### config.mk
export PLATFORM = sky130hd
export DESIGN_NAME = dct_timer
export DESIGN_NICKNAME = d
export VERILOG_FILES = /design/src/verilog/dct_pkg.sv /design/src/verilog/dct_sync.sv /design/src/verilog/dct_timer.sv
export SDC_FILE = /design/constraint.sdc
export NUM_CORES = 1
export LEC_CHECK = 0
export BUFFER_PORTS_ARGS = -buffer_cell sky130_fd_sc_hd__buf_4
export CAP_MARGIN = 30
export CORE_UTILIZATION = 45
export DETAILED_ROUTE_END_ITERATION = 10
export PLACE_DENSITY = 0.71
export SLEW_MARGIN = 20
export SYNTH_ARGS = -nofsm -noshare
export SYNTH_HDL_FRONTEND = slang
export SYNTH_SLANG_ARGS = --single-unit
### constraint.sdc
create_clock -name i_clock -period 2.5 [get_ports i_clock]
set_clock_uncertainty 0.2 [all_clocks]
set_input_delay 0.25 -clock i_clock [delete_from_list [all_inputs] [get_ports i_clock]]
set_output_delay 0.25 -clock i_clock [all_outputs]
set_load 0.01 [all_outputs]
### src/verilog/dct_pkg.sv
package dct_pkg;
  localparam int unsigned ADDR_W = 8;
  localparam int unsigned MODE_W = 2;

  // register index; byte address is four times this
  localparam logic [5:0] IDX_STATUS = 6'h11;
  localparam logic [5:0] IDX_CTRL = 6'h14;
  localparam logic [5:0] IDX_A_LOW = 6'h18;
  localparam logic [5:0] IDX_A_HIGH = 6'h19;
  localparam logic [5:0] IDX_A_RELOAD = 6'h1A;
  localparam logic [5:0] IDX_B_LOW = 6'h1C;
  localparam logic [5:0] IDX_B_HIGH = 6'h1D;
  localparam logic [5:0] IDX_B_RELOAD = 6'h1E;

  // control register fields
  localparam int unsigned CTRL_A_MODE_LSB = 0;
  localparam int unsigned CTRL_B_MODE_LSB = 2;
  localparam int unsigned CTRL_A_IRQ_EN = 4;
  localparam int unsigned CTRL_B_IRQ_EN = 5;
  localparam logic [7:0] CTRL_RESET = 8'h00;

  // status register fields
  localparam int unsigned ST_A_FLAG = 0;
  localparam int unsigned ST_B_FLAG = 1;
  localparam int unsigned ST_A_PIN = 2;
  localparam int unsigned ST_B_PIN = 3;
  localparam int unsigned ST_A_OUT = 4;
  localparam int unsigned ST_B_OUT = 5;

  localparam logic [1:0] MODE_A_INTERVAL = 2'h0;
  localparam logic [1:0] MODE_A_PULSE = 2'h1;
  localparam logic [1:0] MODE_A_EVENT = 2'h2;
  localparam logic [1:0] MODE_A_WIDTH = 2'h3;

  localparam logic [1:0] MODE_B_INTERVAL = 2'h0;
  localparam logic [1:0] MODE_B_ASYM = 2'h1;
  localparam logic [1:0] MODE_B_EVENT = 2'h2;
  localparam logic [1:0] MODE_B_RETRIG = 2'h3;

  localparam logic [15:0] COUNT_RESET = 16'hFFFF;
  localparam logic [15:0] COUNT_ZERO = 16'h0000;
  localparam logic [15:0] COUNT_ONE = 16'h0001;
  localparam logic [3:0] SER_DIV_LAST = 4'hF;
  localparam logic [3:0] SER_DIV_ZERO = 4'h0;
  localparam logic [3:0] SER_DIV_ONE = 4'h1;
  localparam logic PIN_RESET = 1'b1;
  localparam int unsigned PIN_COUNT = 2;
  localparam int unsigned PIN_A = 0;
  localparam int unsigned PIN_B = 1;
endpackage

### src/verilog/dct_sync.sv
`timescale 1ns/100ps
module dct_sync (
  input wire logic i_clock, // system clock
  input wire logic i_rst, // synchronous reset, active high
  input wire logic i_async, // level from a pin
  output logic o_sync // level after two flops
);
  logic stage1_reg;
  logic stage2_reg;

  // first stage feeds only the second stage
  always_ff @(posedge i_clock) begin
    if (i_rst) begin
      stage1_reg <= dct_pkg::PIN_RESET;
      stage2_reg <= dct_pkg::PIN_RESET;
    end else begin
      stage1_reg <= i_async;
      stage2_reg <= stage1_reg;
    end
  end

  assign o_sync = stage2_reg;
endmodule

### src/verilog/dct_timer.sv
// The Avalon-MM register port was left to the implementer.
`timescale 1ns/100ps
module dct_timer (
  input wire logic i_clock, // 50 MHz system clock
  input wire logic i_rst, // synchronous reset, active high
  input wire logic [7:0] i_avs_address, // byte address
  input wire logic i_avs_read, // read request
  input wire logic i_avs_write, // write request
  input wire logic [31:0] i_avs_writedata, // write data, low byte used
  input wire logic [3:0] i_avs_byteenable, // byte lanes
  output logic [31:0] o_avs_readdata, // read data, low byte valid
  output logic o_avs_waitrequest, // high while access pending
  input wire logic i_serial_clock_req, // serial port needs counter A clock
  output logic o_serial_bit_tick, // pulse every sixteenth A underflow
  output logic o_irq, // interrupt request, active high
  input wire logic i_counter_a_pin, // counter A pin level
  output logic o_counter_a_pin, // counter A pin drive value
  output logic o_counter_a_pin_oe, // counter A pin drive enable
  input wire logic i_counter_b_pin, // counter B pin level
  output logic o_counter_b_pin, // counter B pin drive value
  output logic o_counter_b_pin_oe, // counter B pin drive enable
  output logic o_timer_a_underflow_flag, // counter A underflow flag
  output logic o_timer_b_underflow_flag // counter B underflow flag
);
  // bus side
  logic wait_reg;
  logic [31:0] readdata_reg;
  logic [7:0] readbyte;
  logic [5:0] idx;
  logic [7:0] wdata;
  logic bus_req;
  logic wr_fire;
  logic rd_fire;

  // register state
  logic [7:0] ctrl_reg;
  logic [15:0] latch_a_reg;
  logic [15:0] latch_b_reg;
  logic [15:0] latch_c_reg;
  logic [15:0] count_a_reg;
  logic [15:0] count_a_next;
  logic [15:0] count_b_reg;
  logic [15:0] count_b_next;
  logic timer_a_underflow_flag_reg;
  logic timer_b_underflow_flag_reg;

  // decoded accesses
  logic wr_ctrl;
  logic wr_a_low;
  logic wr_a_high;
  logic wr_a_reload;
  logic wr_b_low;
  logic wr_b_high;
  logic wr_b_reload;
  logic rd_a_clear;
  logic rd_b_clear;

  // counting
  logic [1:0] mode_a_eff;
  logic [1:0] mode_b;
  logic [1:0] mode_a_prev_reg;
  logic [1:0] mode_b_prev_reg;
  logic dec_a;
  logic dec_b;
  logic uf_a;
  logic uf_b;
  logic retrig_b;
  logic [15:0] reload_b;

  // pins
  logic [dct_pkg::PIN_COUNT-1:0] pin_raw;
  logic [dct_pkg::PIN_COUNT-1:0] pin_sync;
  logic [dct_pkg::PIN_COUNT-1:0] pin_prev_reg;
  logic [dct_pkg::PIN_COUNT-1:0] pin_rise;
  logic pin_a_out_reg;
  logic pin_b_out_reg;
  logic pin_a_oe_reg;
  logic pin_b_oe_reg;

  // serial and interrupt
  logic [3:0] ser_div_reg;
  logic ser_tick_reg;
  logic irq_reg;

  assign pin_raw[dct_pkg::PIN_A] = i_counter_a_pin;
  assign pin_raw[dct_pkg::PIN_B] = i_counter_b_pin;

  // both pins come from outside the clock domain
  genvar gi;
  generate
    for (gi = 0; gi < dct_pkg::PIN_COUNT; gi = gi + 1) begin : g_pin
      dct_sync u_sync (
        .i_clock(i_clock),
        .i_rst(i_rst),
        .i_async(pin_raw[gi]),
        .o_sync(pin_sync[gi])
      );

      always_ff @(posedge i_clock) begin
        if (i_rst) begin
          pin_prev_reg[gi] <= dct_pkg::PIN_RESET;
        end else begin
          pin_prev_reg[gi] <= pin_sync[gi];
        end
      end

      assign pin_rise[gi] = pin_sync[gi] & ~pin_prev_reg[gi];
    end
  endgenerate

  // bus handshake: one wait cycle, access acts on the release edge
  assign bus_req = i_avs_read | i_avs_write;
  assign wr_fire = i_avs_write & ~wait_reg & i_avs_byteenable[0];
  assign rd_fire = i_avs_read & ~wait_reg;
  assign idx = i_avs_address[dct_pkg::ADDR_W-1:2];
  assign wdata = i_avs_writedata[7:0];

  always_ff @(posedge i_clock) begin
    if (i_rst) begin
      wait_reg <= 1'b1;
    end else if (bus_req && !wait_reg) begin
      wait_reg <= 1'b1;
    end else if (bus_req) begin
      wait_reg <= 1'b0;
    end
  end

  assign wr_ctrl = wr_fire && (idx == dct_pkg::IDX_CTRL);
  assign wr_a_low = wr_fire && (idx == dct_pkg::IDX_A_LOW);
  assign wr_a_high = wr_fire && (idx == dct_pkg::IDX_A_HIGH);
  assign wr_a_reload = wr_fire && (idx == dct_pkg::IDX_A_RELOAD);
  assign wr_b_low = wr_fire && (idx == dct_pkg::IDX_B_LOW);
  assign wr_b_high = wr_fire && (idx == dct_pkg::IDX_B_HIGH);
  assign wr_b_reload = wr_fire && (idx == dct_pkg::IDX_B_RELOAD);
  assign rd_a_clear = rd_fire && (idx == dct_pkg::IDX_A_LOW);
  assign rd_b_clear = rd_fire && (idx == dct_pkg::IDX_B_LOW);

  always_comb begin
    readbyte = 8'h00;
    case (idx)
      dct_pkg::IDX_STATUS: begin
        readbyte[dct_pkg::ST_A_FLAG] = timer_a_underflow_flag_reg;
        readbyte[dct_pkg::ST_B_FLAG] = timer_b_underflow_flag_reg;
        readbyte[dct_pkg::ST_A_PIN] = pin_sync[dct_pkg::PIN_A];
        readbyte[dct_pkg::ST_B_PIN] = pin_sync[dct_pkg::PIN_B];
        readbyte[dct_pkg::ST_A_OUT] = pin_a_out_reg;
        readbyte[dct_pkg::ST_B_OUT] = pin_b_out_reg;
      end
      dct_pkg::IDX_CTRL: begin
        readbyte = ctrl_reg;
      end
      dct_pkg::IDX_A_LOW, dct_pkg::IDX_A_RELOAD: begin
        readbyte = count_a_reg[7:0];
      end
      dct_pkg::IDX_A_HIGH: begin
        readbyte = count_a_reg[15:8];
      end
      dct_pkg::IDX_B_LOW, dct_pkg::IDX_B_RELOAD: begin
        readbyte = count_b_reg[7:0];
      end
      dct_pkg::IDX_B_HIGH: begin
        readbyte = count_b_reg[15:8];
      end
      default: begin
        readbyte = 8'h00;
      end
    endcase
  end

  // data captured as waitrequest drops, stands through the taking edge
  always_ff @(posedge i_clock) begin
    if (i_rst) begin
      readdata_reg <= 32'h0000_0000;
    end else if (i_avs_read && wait_reg) begin
      readdata_reg <= {24'h00_0000, readbyte};
    end
  end

  always_ff @(posedge i_clock) begin
    if (i_rst) begin
      ctrl_reg <= dct_pkg::CTRL_RESET;
    end else if (wr_ctrl) begin
      ctrl_reg <= wdata;
    end
  end

  // reset gives interval mode; serial forces clock count
  assign mode_a_eff = i_serial_clock_req ? dct_pkg::MODE_A_INTERVAL :
                      ctrl_reg[dct_pkg::CTRL_A_MODE_LSB +: dct_pkg::MODE_W];
  assign mode_b = ctrl_reg[dct_pkg::CTRL_B_MODE_LSB +: dct_pkg::MODE_W];

  always_ff @(posedge i_clock) begin
    if (i_rst) begin
      mode_a_prev_reg <= dct_pkg::MODE_A_INTERVAL;
      mode_b_prev_reg <= dct_pkg::MODE_B_INTERVAL;
    end else begin
      mode_a_prev_reg <= mode_a_eff;
      mode_b_prev_reg <= mode_b;
    end
  end

  always_comb begin
    dec_a = 1'b0;
    case (mode_a_eff)
      dct_pkg::MODE_A_INTERVAL, dct_pkg::MODE_A_PULSE: begin
        dec_a = 1'b1;
      end
      dct_pkg::MODE_A_EVENT: begin
        dec_a = pin_rise[dct_pkg::PIN_A];
      end
      dct_pkg::MODE_A_WIDTH: begin
        dec_a = ~pin_sync[dct_pkg::PIN_A];
      end
      default: begin
        dec_a = 1'b0;
      end
    endcase
  end

  always_comb begin
    count_a_next = count_a_reg;
    uf_a = 1'b0;
    if (wr_a_reload) begin
      count_a_next = {wdata, latch_a_reg[7:0]};
    end else if (dec_a) begin
      // reload instead of wrap; same in width mode
      if (count_a_reg == dct_pkg::COUNT_ZERO) begin
        count_a_next = latch_a_reg;
        uf_a = 1'b1;
      end else begin
        count_a_next = count_a_reg - dct_pkg::COUNT_ONE;
      end
    end
  end

  // counters start from latch, count down
  always_ff @(posedge i_clock) begin
    if (i_rst) begin
      count_a_reg <= dct_pkg::COUNT_RESET;
      count_b_reg <= dct_pkg::COUNT_RESET;
    end else begin
      count_a_reg <= count_a_next;
      count_b_reg <= count_b_next;
    end
  end

  always_ff @(posedge i_clock) begin
    if (i_rst) begin
      latch_a_reg <= dct_pkg::COUNT_RESET;
    end else if (wr_a_low) begin
      latch_a_reg[7:0] <= wdata;
    end else if (wr_a_high || wr_a_reload) begin
      latch_a_reg[15:8] <= wdata;
    end
  end

  // set wins over a clear in the same cycle
  always_ff @(posedge i_clock) begin
    if (i_rst) begin
      timer_a_underflow_flag_reg <= 1'b0;
    end else if (uf_a) begin
      timer_a_underflow_flag_reg <= 1'b1;
    end else if (wr_a_reload || rd_a_clear) begin
      timer_a_underflow_flag_reg <= 1'b0;
    end
  end

  // toggle on underflow; high on entry, low on reload write
  always_ff @(posedge i_clock) begin
    if (i_rst) begin
      pin_a_out_reg <= dct_pkg::PIN_RESET;
    end else if (mode_a_eff == dct_pkg::MODE_A_PULSE) begin
      if (mode_a_prev_reg != dct_pkg::MODE_A_PULSE) begin
        pin_a_out_reg <= 1'b1;
      end else if (wr_a_reload) begin
        pin_a_out_reg <= 1'b0;
      end else if (uf_a) begin
        pin_a_out_reg <= ~pin_a_out_reg;
      end
    end
  end

  // pin A driven only in pulse mode, pin B only in asymmetric mode
  always_ff @(posedge i_clock) begin
    if (i_rst) begin
      pin_a_oe_reg <= 1'b0;
      pin_b_oe_reg <= 1'b0;
    end else begin
      pin_a_oe_reg <= (mode_a_eff == dct_pkg::MODE_A_PULSE);
      pin_b_oe_reg <= (mode_b == dct_pkg::MODE_B_ASYM);
    end
  end

  always_comb begin
    dec_b = 1'b0;
    case (mode_b)
      dct_pkg::MODE_B_INTERVAL, dct_pkg::MODE_B_ASYM: begin
        dec_b = 1'b1;
      end
      dct_pkg::MODE_B_RETRIG: begin
        dec_b = 1'b1;
      end
      dct_pkg::MODE_B_EVENT: begin
        dec_b = pin_rise[dct_pkg::PIN_B];
      end
      default: begin
        dec_b = 1'b0;
      end
    endcase
  end

  assign retrig_b = (mode_b == dct_pkg::MODE_B_RETRIG) && pin_rise[dct_pkg::PIN_B];

  // low phase ends into pulse width from latch C
  assign reload_b = ((mode_b == dct_pkg::MODE_B_ASYM) && !pin_b_out_reg) ?
                    latch_c_reg : latch_b_reg;

  always_comb begin
    count_b_next = count_b_reg;
    uf_b = 1'b0;
    if (wr_b_reload) begin
      count_b_next = {wdata, latch_b_reg[7:0]};
    end else if (retrig_b) begin
      count_b_next = latch_b_reg;
    end else if (dec_b) begin
      if (count_b_reg == dct_pkg::COUNT_ZERO) begin
        count_b_next = reload_b;
        uf_b = 1'b1;
      end else begin
        count_b_next = count_b_reg - dct_pkg::COUNT_ONE;
      end
    end
  end

  always_ff @(posedge i_clock) begin
    if (i_rst) begin
      latch_b_reg <= dct_pkg::COUNT_RESET;
    end else if (wr_b_low) begin
      latch_b_reg[7:0] <= wdata;
    end else if (wr_b_high || wr_b_reload) begin
      latch_b_reg[15:8] <= wdata;
    end
  end

  // high write in asym mode fills latch C
  always_ff @(posedge i_clock) begin
    if (i_rst) begin
      latch_c_reg <= dct_pkg::COUNT_RESET;
    end else if (wr_b_high && (mode_b == dct_pkg::MODE_B_ASYM)) begin
      latch_c_reg <= {wdata, latch_b_reg[7:0]};
    end
  end

  // set wins over a clear in the same cycle
  always_ff @(posedge i_clock) begin
    if (i_rst) begin
      timer_b_underflow_flag_reg <= 1'b0;
    end else if (uf_b) begin
      timer_b_underflow_flag_reg <= 1'b1;
    end else if (wr_b_reload || rd_b_clear) begin
      timer_b_underflow_flag_reg <= 1'b0;
    end
  end

  // reload write low, then alternate on underflow
  always_ff @(posedge i_clock) begin
    if (i_rst) begin
      pin_b_out_reg <= dct_pkg::PIN_RESET;
    end else if (mode_b == dct_pkg::MODE_B_ASYM) begin
      if (mode_b_prev_reg != dct_pkg::MODE_B_ASYM) begin
        pin_b_out_reg <= 1'b1;
      end else if (wr_b_reload) begin
        pin_b_out_reg <= 1'b0;
      end else if (uf_b) begin
        pin_b_out_reg <= ~pin_b_out_reg;
      end
    end
  end

  // bit clock at one sixteenth of underflow rate
  always_ff @(posedge i_clock) begin
    if (i_rst) begin
      ser_div_reg <= dct_pkg::SER_DIV_ZERO;
      ser_tick_reg <= 1'b0;
    end else if (!i_serial_clock_req) begin
      ser_div_reg <= dct_pkg::SER_DIV_ZERO;
      ser_tick_reg <= 1'b0;
    end else if (uf_a) begin
      ser_div_reg <= ser_div_reg + dct_pkg::SER_DIV_ONE;
      ser_tick_reg <= (ser_div_reg == dct_pkg::SER_DIV_LAST);
    end else begin
      ser_tick_reg <= 1'b0;
    end
  end

  always_ff @(posedge i_clock) begin
    if (i_rst) begin
      irq_reg <= 1'b0;
    end else begin
      irq_reg <= (timer_a_underflow_flag_reg & ctrl_reg[dct_pkg::CTRL_A_IRQ_EN]) |
                 (timer_b_underflow_flag_reg & ctrl_reg[dct_pkg::CTRL_B_IRQ_EN]);
    end
  end

  assign o_avs_readdata = readdata_reg;
  assign o_avs_waitrequest = wait_reg;
  assign o_serial_bit_tick = ser_tick_reg;
  assign o_irq = irq_reg;
  assign o_counter_a_pin = pin_a_out_reg;
  assign o_counter_a_pin_oe = pin_a_oe_reg;
  assign o_counter_b_pin = pin_b_out_reg;
  assign o_counter_b_pin_oe = pin_b_oe_reg;
  assign o_timer_a_underflow_flag = timer_a_underflow_flag_reg;
  assign o_timer_b_underflow_flag = timer_b_underflow_flag_reg;
endmodule
Word-level counts from Yosys, hierarchy flattened
Index checks and enable logic that the tools add are counted.
Widths: inputs -> output; s select.
Storage, ports and cells
  bits in registers: 119
  logic and storage cells: 137
Cells by class
  reductions and logical operators: 41
  bitwise gates (word level): 19
  equal/unequal tests: 17
  mux-type cells: 30
  $add $sub $neg: 3
Operator list (number)
  $mux 16: 8
  $eq 6x5->1 const B: 8
  $pmux 6 s6: 1
  $logic_not 16->1: 2
  $sub 16x1->16 const B: 2
  $mux 1: 17
  $logic_and 1x1->1: 14
  $not 1->1: 10
  $pmux 2 s5: 1
  $reduce_or 2->1: 5
  $reduce_bool 3->1: 3
  $eq 2x2->1 const B: 4
  $reduce_and 2->1: 4
  $and 1x1->1: 7
  $reduce_bool 2->1: 3
  $reduce_or 3->1: 2
  $add 4x1->4 const B: 1
  $eq 2x1->1 const B: 2
  $eq 4x4->1 const B: 1
  $logic_not 2->1: 2
  $logic_or 1x1->1: 4
  $ne 2x1->1 const B: 2
  $pmux 1 s3: 1
  $logic_not 1->1: 2
  3 further kinds: 4

Logic depth before layout (Yosys ltp)
  depth in word-level cells: 9
  mapped depth: 9
  mapped depth without buffers: 8

Modules after synthesis
Synthesis repeated with hierarchy kept, for this count alone.
Unflattened totals
  cell total of the unflattened synthesis: 745
  area, all modules: 6258.5 um^2
By module, submodules not included
  dct_timer: area an instance 6153.4 um^2, cells each 737, instances 1
  dct_sync: area an instance 52.6 um^2, cells each 4, instances 2

Least setup slack after synthesis
Ideal clock, no wire load.
  path type: flip-flop to flip-flop
  start point: reg count_b_reg[0]
  end point: reg count_b_reg[10]
  slack: 18 ps
  arrival time: 2158 ps
  cell stages (with the launch flop): 9
  data required time: 2175 ps
  setup time: 125 ps
  buffers on the path: 0
  cell sequence: dfxtp_1 -> inv_1 -> ha_1 -> or4b_1 -> or3_1 -> or4_1 -> xnor2_1 -> o21ai_0 -> nand3_1
Between the ends
  word-level cells in the longest chain between the ends: 5
  elaborated cells between the ends (all ways): 6
RTL lines
  from (decl): RTL line dct_timer.sv:42  | logic [15:0] count_b_reg;
  from (signal assigned): RTL line dct_timer.sv:240  | count_b_reg <= dct_pkg::COUNT_RESET;
  from (signal assigned): RTL line dct_timer.sv:243  | count_b_reg <= count_b_next;
  $sub 16x1->16 or $logic_not 16->1 (tied branches): RTL line dct_timer.sv:330, dct_timer.sv:326
  $mux 16 (*): RTL line dct_timer.sv:326  | if (count_b_reg == dct_pkg::COUNT_ZERO) begin
  $mux 16 (*): RTL line dct_timer.sv:325  | end else if (dec_b) begin
  $mux 16 (*): RTL line dct_timer.sv:323  | end else if (retrig_b) begin
  $mux 16 (*): RTL line dct_timer.sv:321  | if (wr_b_reload) begin
Every way passes the cells marked *; elsewhere a longest branch is shown, timed or not. The select of a mux whose other input is x is not followed.
A chain may end at the register's enable or synchronous reset.

Worst setup path after layout
  start point: reg count_b_reg[1]
  end point: reg count_b_reg[10]
Same word-level chain as after synthesis.

==> results.md <==
- Status: complete, but fails checks
- Failing checks: negative setup slack
- DRC viols: 0
- Register area share after synthesis: 38.7%
- Switching pwr: 0.00106 W
- Worst skew pair latency: 430 ps
- Max incr delay on CP: 470 ps
- Largest net degree at the start of global routing: 47
- Kind of critical path: flop to flop
- Worst vdd ir: 0.439 mV
- CP Data Required Time: 2610 ps
- Most frequent cells in the layout: dfxtp_1, buf_4, nor2_1
- Commonest non-fill, non-tap cell in the layout: dfxtp_1
- Core area: 0.0133 mm2
- Initial antenna violation count: 0
- Row count: 42
- Detailed placement HPWL: 13.0 mm
- Crit. End Element: flop
- Switching share of power: 22.2%
- Count of buffer and inverter cells on the critical path: 1
- Syn Inst Count: 726
- H-Tree Depth: 4
- Worst slew pin tran: 730 ps
- Fin nets: 868
- Area after DPL: 0.00689 mm2
- DRT Pass-1 Iters: 5
- Final setup margin: -8.24 ps
- Synth cell types: 70
- Max-cap check violation count: 0
- Yosys reg bits: 119
- CP startpoint kind: flop
- Post-route cell area: 0.00770 mm2
- Total Wirelength: 18.4 mm
- CP top delay family: simple AND/OR/NAND/NOR gates
- Inserted Clock Buffers: 17
- Layout cell share with drive strength beyond 1: 20.7%
- Max Used Layer: met4
- Fin cells: 1001
- Chip height: 119 um
- Grt ovf: 0
- Tmin final: 2510 ps
- RSZ-0062 raised after global routing: yes
- Slew Limit Fails: 0
- CTS Buffer Depth: 2
- EDFF count, synth: 0
- Via count: 5899
- Post-synth ARST share: 0%
- Vias in the first global route: 5502
- M1 wire length: 8.28 mm
- First-pass GRT wire length: 29.6 mm
- Layout area overhead: 25.0%
- Ys flop type: dfxtp_1
- Crit-path max FO: 4
- Post-Syn Area per Cell: 8.48 um2
- Avg WL per Cell: 18.3 um
- Detail Route met3 WL: 1.39 mm
- Synth warn: 0
- Sequential Power Share: 40.8%
- Clock root buffer: clkbuf_16
- CP arrival: 2620 ps
- Pwr dens: 617 mW/mm2
- Final hold vios: 0
- Die Wd: 119 um
- Crit-path cells: inv_2 > ha_4 > or4b_4 > or3_4 > or4_4 > xnor2_2 > o21ai_1 > nand3_1
- Internal: 0.00369 W
- DR vias/cell: 5.89
- Slowest CP cell: or4b_4
- Cell Count Post-Placement: 955
- Initial Utilization: 46.3%
- Fmax achieved: 0.399 GHz
- Clock power frac: 52.3%
- Fin crit share: 100%
- CTS Sinks: 119
- Final setup viols: 1
- Relative slew slack: 51.3%
- Fillcell total: 1189
- PortBufs: 38
- CTS tree: built
- Tightest Hold Check Type: input port to flop
- Leakage dissipation: 2.94 nW
- I/O pin count: 92
- Worst-path clk slew: 50 ps
- Final core utilization: 57.9%
- Logic pwr share: 6.8%
- Antenna Cells: 0
- All-Layer GR Usage: 27.3%
- Routability-driven placement congestion ratio: 0.958
- 1st-iter DRT viols: 621
- DRT antenna net count: 0
- Die footprint: 0.0142 mm2
- DR WL met2: 8.00 mm
- Synth Cell Area: 0.00616 mm2
-- power by group through the flow --
stage / clock [W] / sequential (W) / combinational (W)
6_report: 0.00248 / 0.00194 / 0.000325
3_5_place_dp: 0 / 0.00198 / 0.000298
5_1_grt: 0.00261 / 0.00194 / 0.000350
3_3_place_gp: 0 / 0.00198 / 0.000292
2_1_floorplan: 0 / 0.00199 / 0.000182
4_1_cts: 0.00251 / 0.00194 / 0.000316
-- synthesized netlist by cell type, drive strengths merged (9+ instances only) --
cell | number | area share, %
a31oi | 9 | 0.91
a21oi | 32 | 2.6
a211o | 48 | 6.8
clkbuf | 38 | 2.3
buf | 34 | 3.7
o21ai | 35 | 2.8
xor2 | 9 | 1.3
dfxtp | 119 | 39
nand2 | 58 | 3.5
mux2i | 10 | 1.6
nor2b | 49 | 5.0
a221oi | 20 | 2.8
inv | 13 | 0.79
nand3 | 18 | 1.5
nor3 | 22 | 2.1
mux2 | 9 | 1.6
nor2 | 62 | 3.8
a211oi | 11 | 1.3
or3 | 13 | 1.4
-- area by class of cell --
type                       count  area, um2  area share (%)
sequential                   119       2380            31.0
inverter                      13       48.8           0.634
tap                          176        220            2.86
clock buffer                  23        478            6.21
multi-input combinational    545       3510            45.6
clock inverter                 9        123            1.59
timing repair buffer         116        936            12.2
-- metrics by stage --
stage | power (W) | hold slack [ps] | setup TNS, ps | setup WS [ps]
finish | 0.00475 | 19.8 | -8.24 | -8.24
global route | 0.00490 | 25.4 | -121 | -50.2
CTS | 0.00477 | 15.6 | 0 | 20.7
detailed placement | 0.00228 | 201 | -102 | -53.6
global placement | 0.00227 | 201 | -57.5 | -33.1
floorplan | 0.00217 | 126 | 0 | 17.6
-- final timing paths --
kind / startpoint / to / slack, ps / cells past startpoint
worst max register to register: count_b_reg[1]$_SDFFE_PP1P_ / count_b_reg[10]$_SDFFE_PP1P_ / -8 / 8
worst min register to register: g_pin[0].u_sync.stage1_reg$_SDFF_PP1_ / g_pin[0].u_sync.o_sync$_SDFF_PP1_ / 210 / 1
worst min-delay path: i_rst / o_timer_a_underflow_flag$_SDFFE_PP0P_ / 20 / 2
worst max-delay path: count_b_reg[1]$_SDFFE_PP1P_ / count_b_reg[10]$_SDFFE_PP1P_ / -8 / 8
-- per-layer routing --
layer / vias to the layer above / global-route usage, %
li1: 2792 / -
met2: 273 / 40.0
met1: 2785 / 36.9
met4: 0 / 14.9
met3: 49 / 6.18
met5: - / 0
-- cell families (layout without fill, tap and decap cells) --
logic type      after synthesis  count (layout)  synth area share, %
simple gates                274             274                 23.4
compound gates              206             206                 24.3
flops                       119             119                 38.7
buf+inv                      85             161                 6.81
mux                          19              19                 3.27
xor+xnor                     17              17                 2.42
fa+ha+maj                     5               5                 1.02
other cells                   1              24               0.0609
-- what timing repair did --
action	CTS	global route
pin swaps	0	5
hold buffers	14	0
hold endpoints to repair	43	0
setup endpoints to repair	2	13
setup buffers	0	1
resized for setup	5	17
Power figures use the tool's default switching activity.
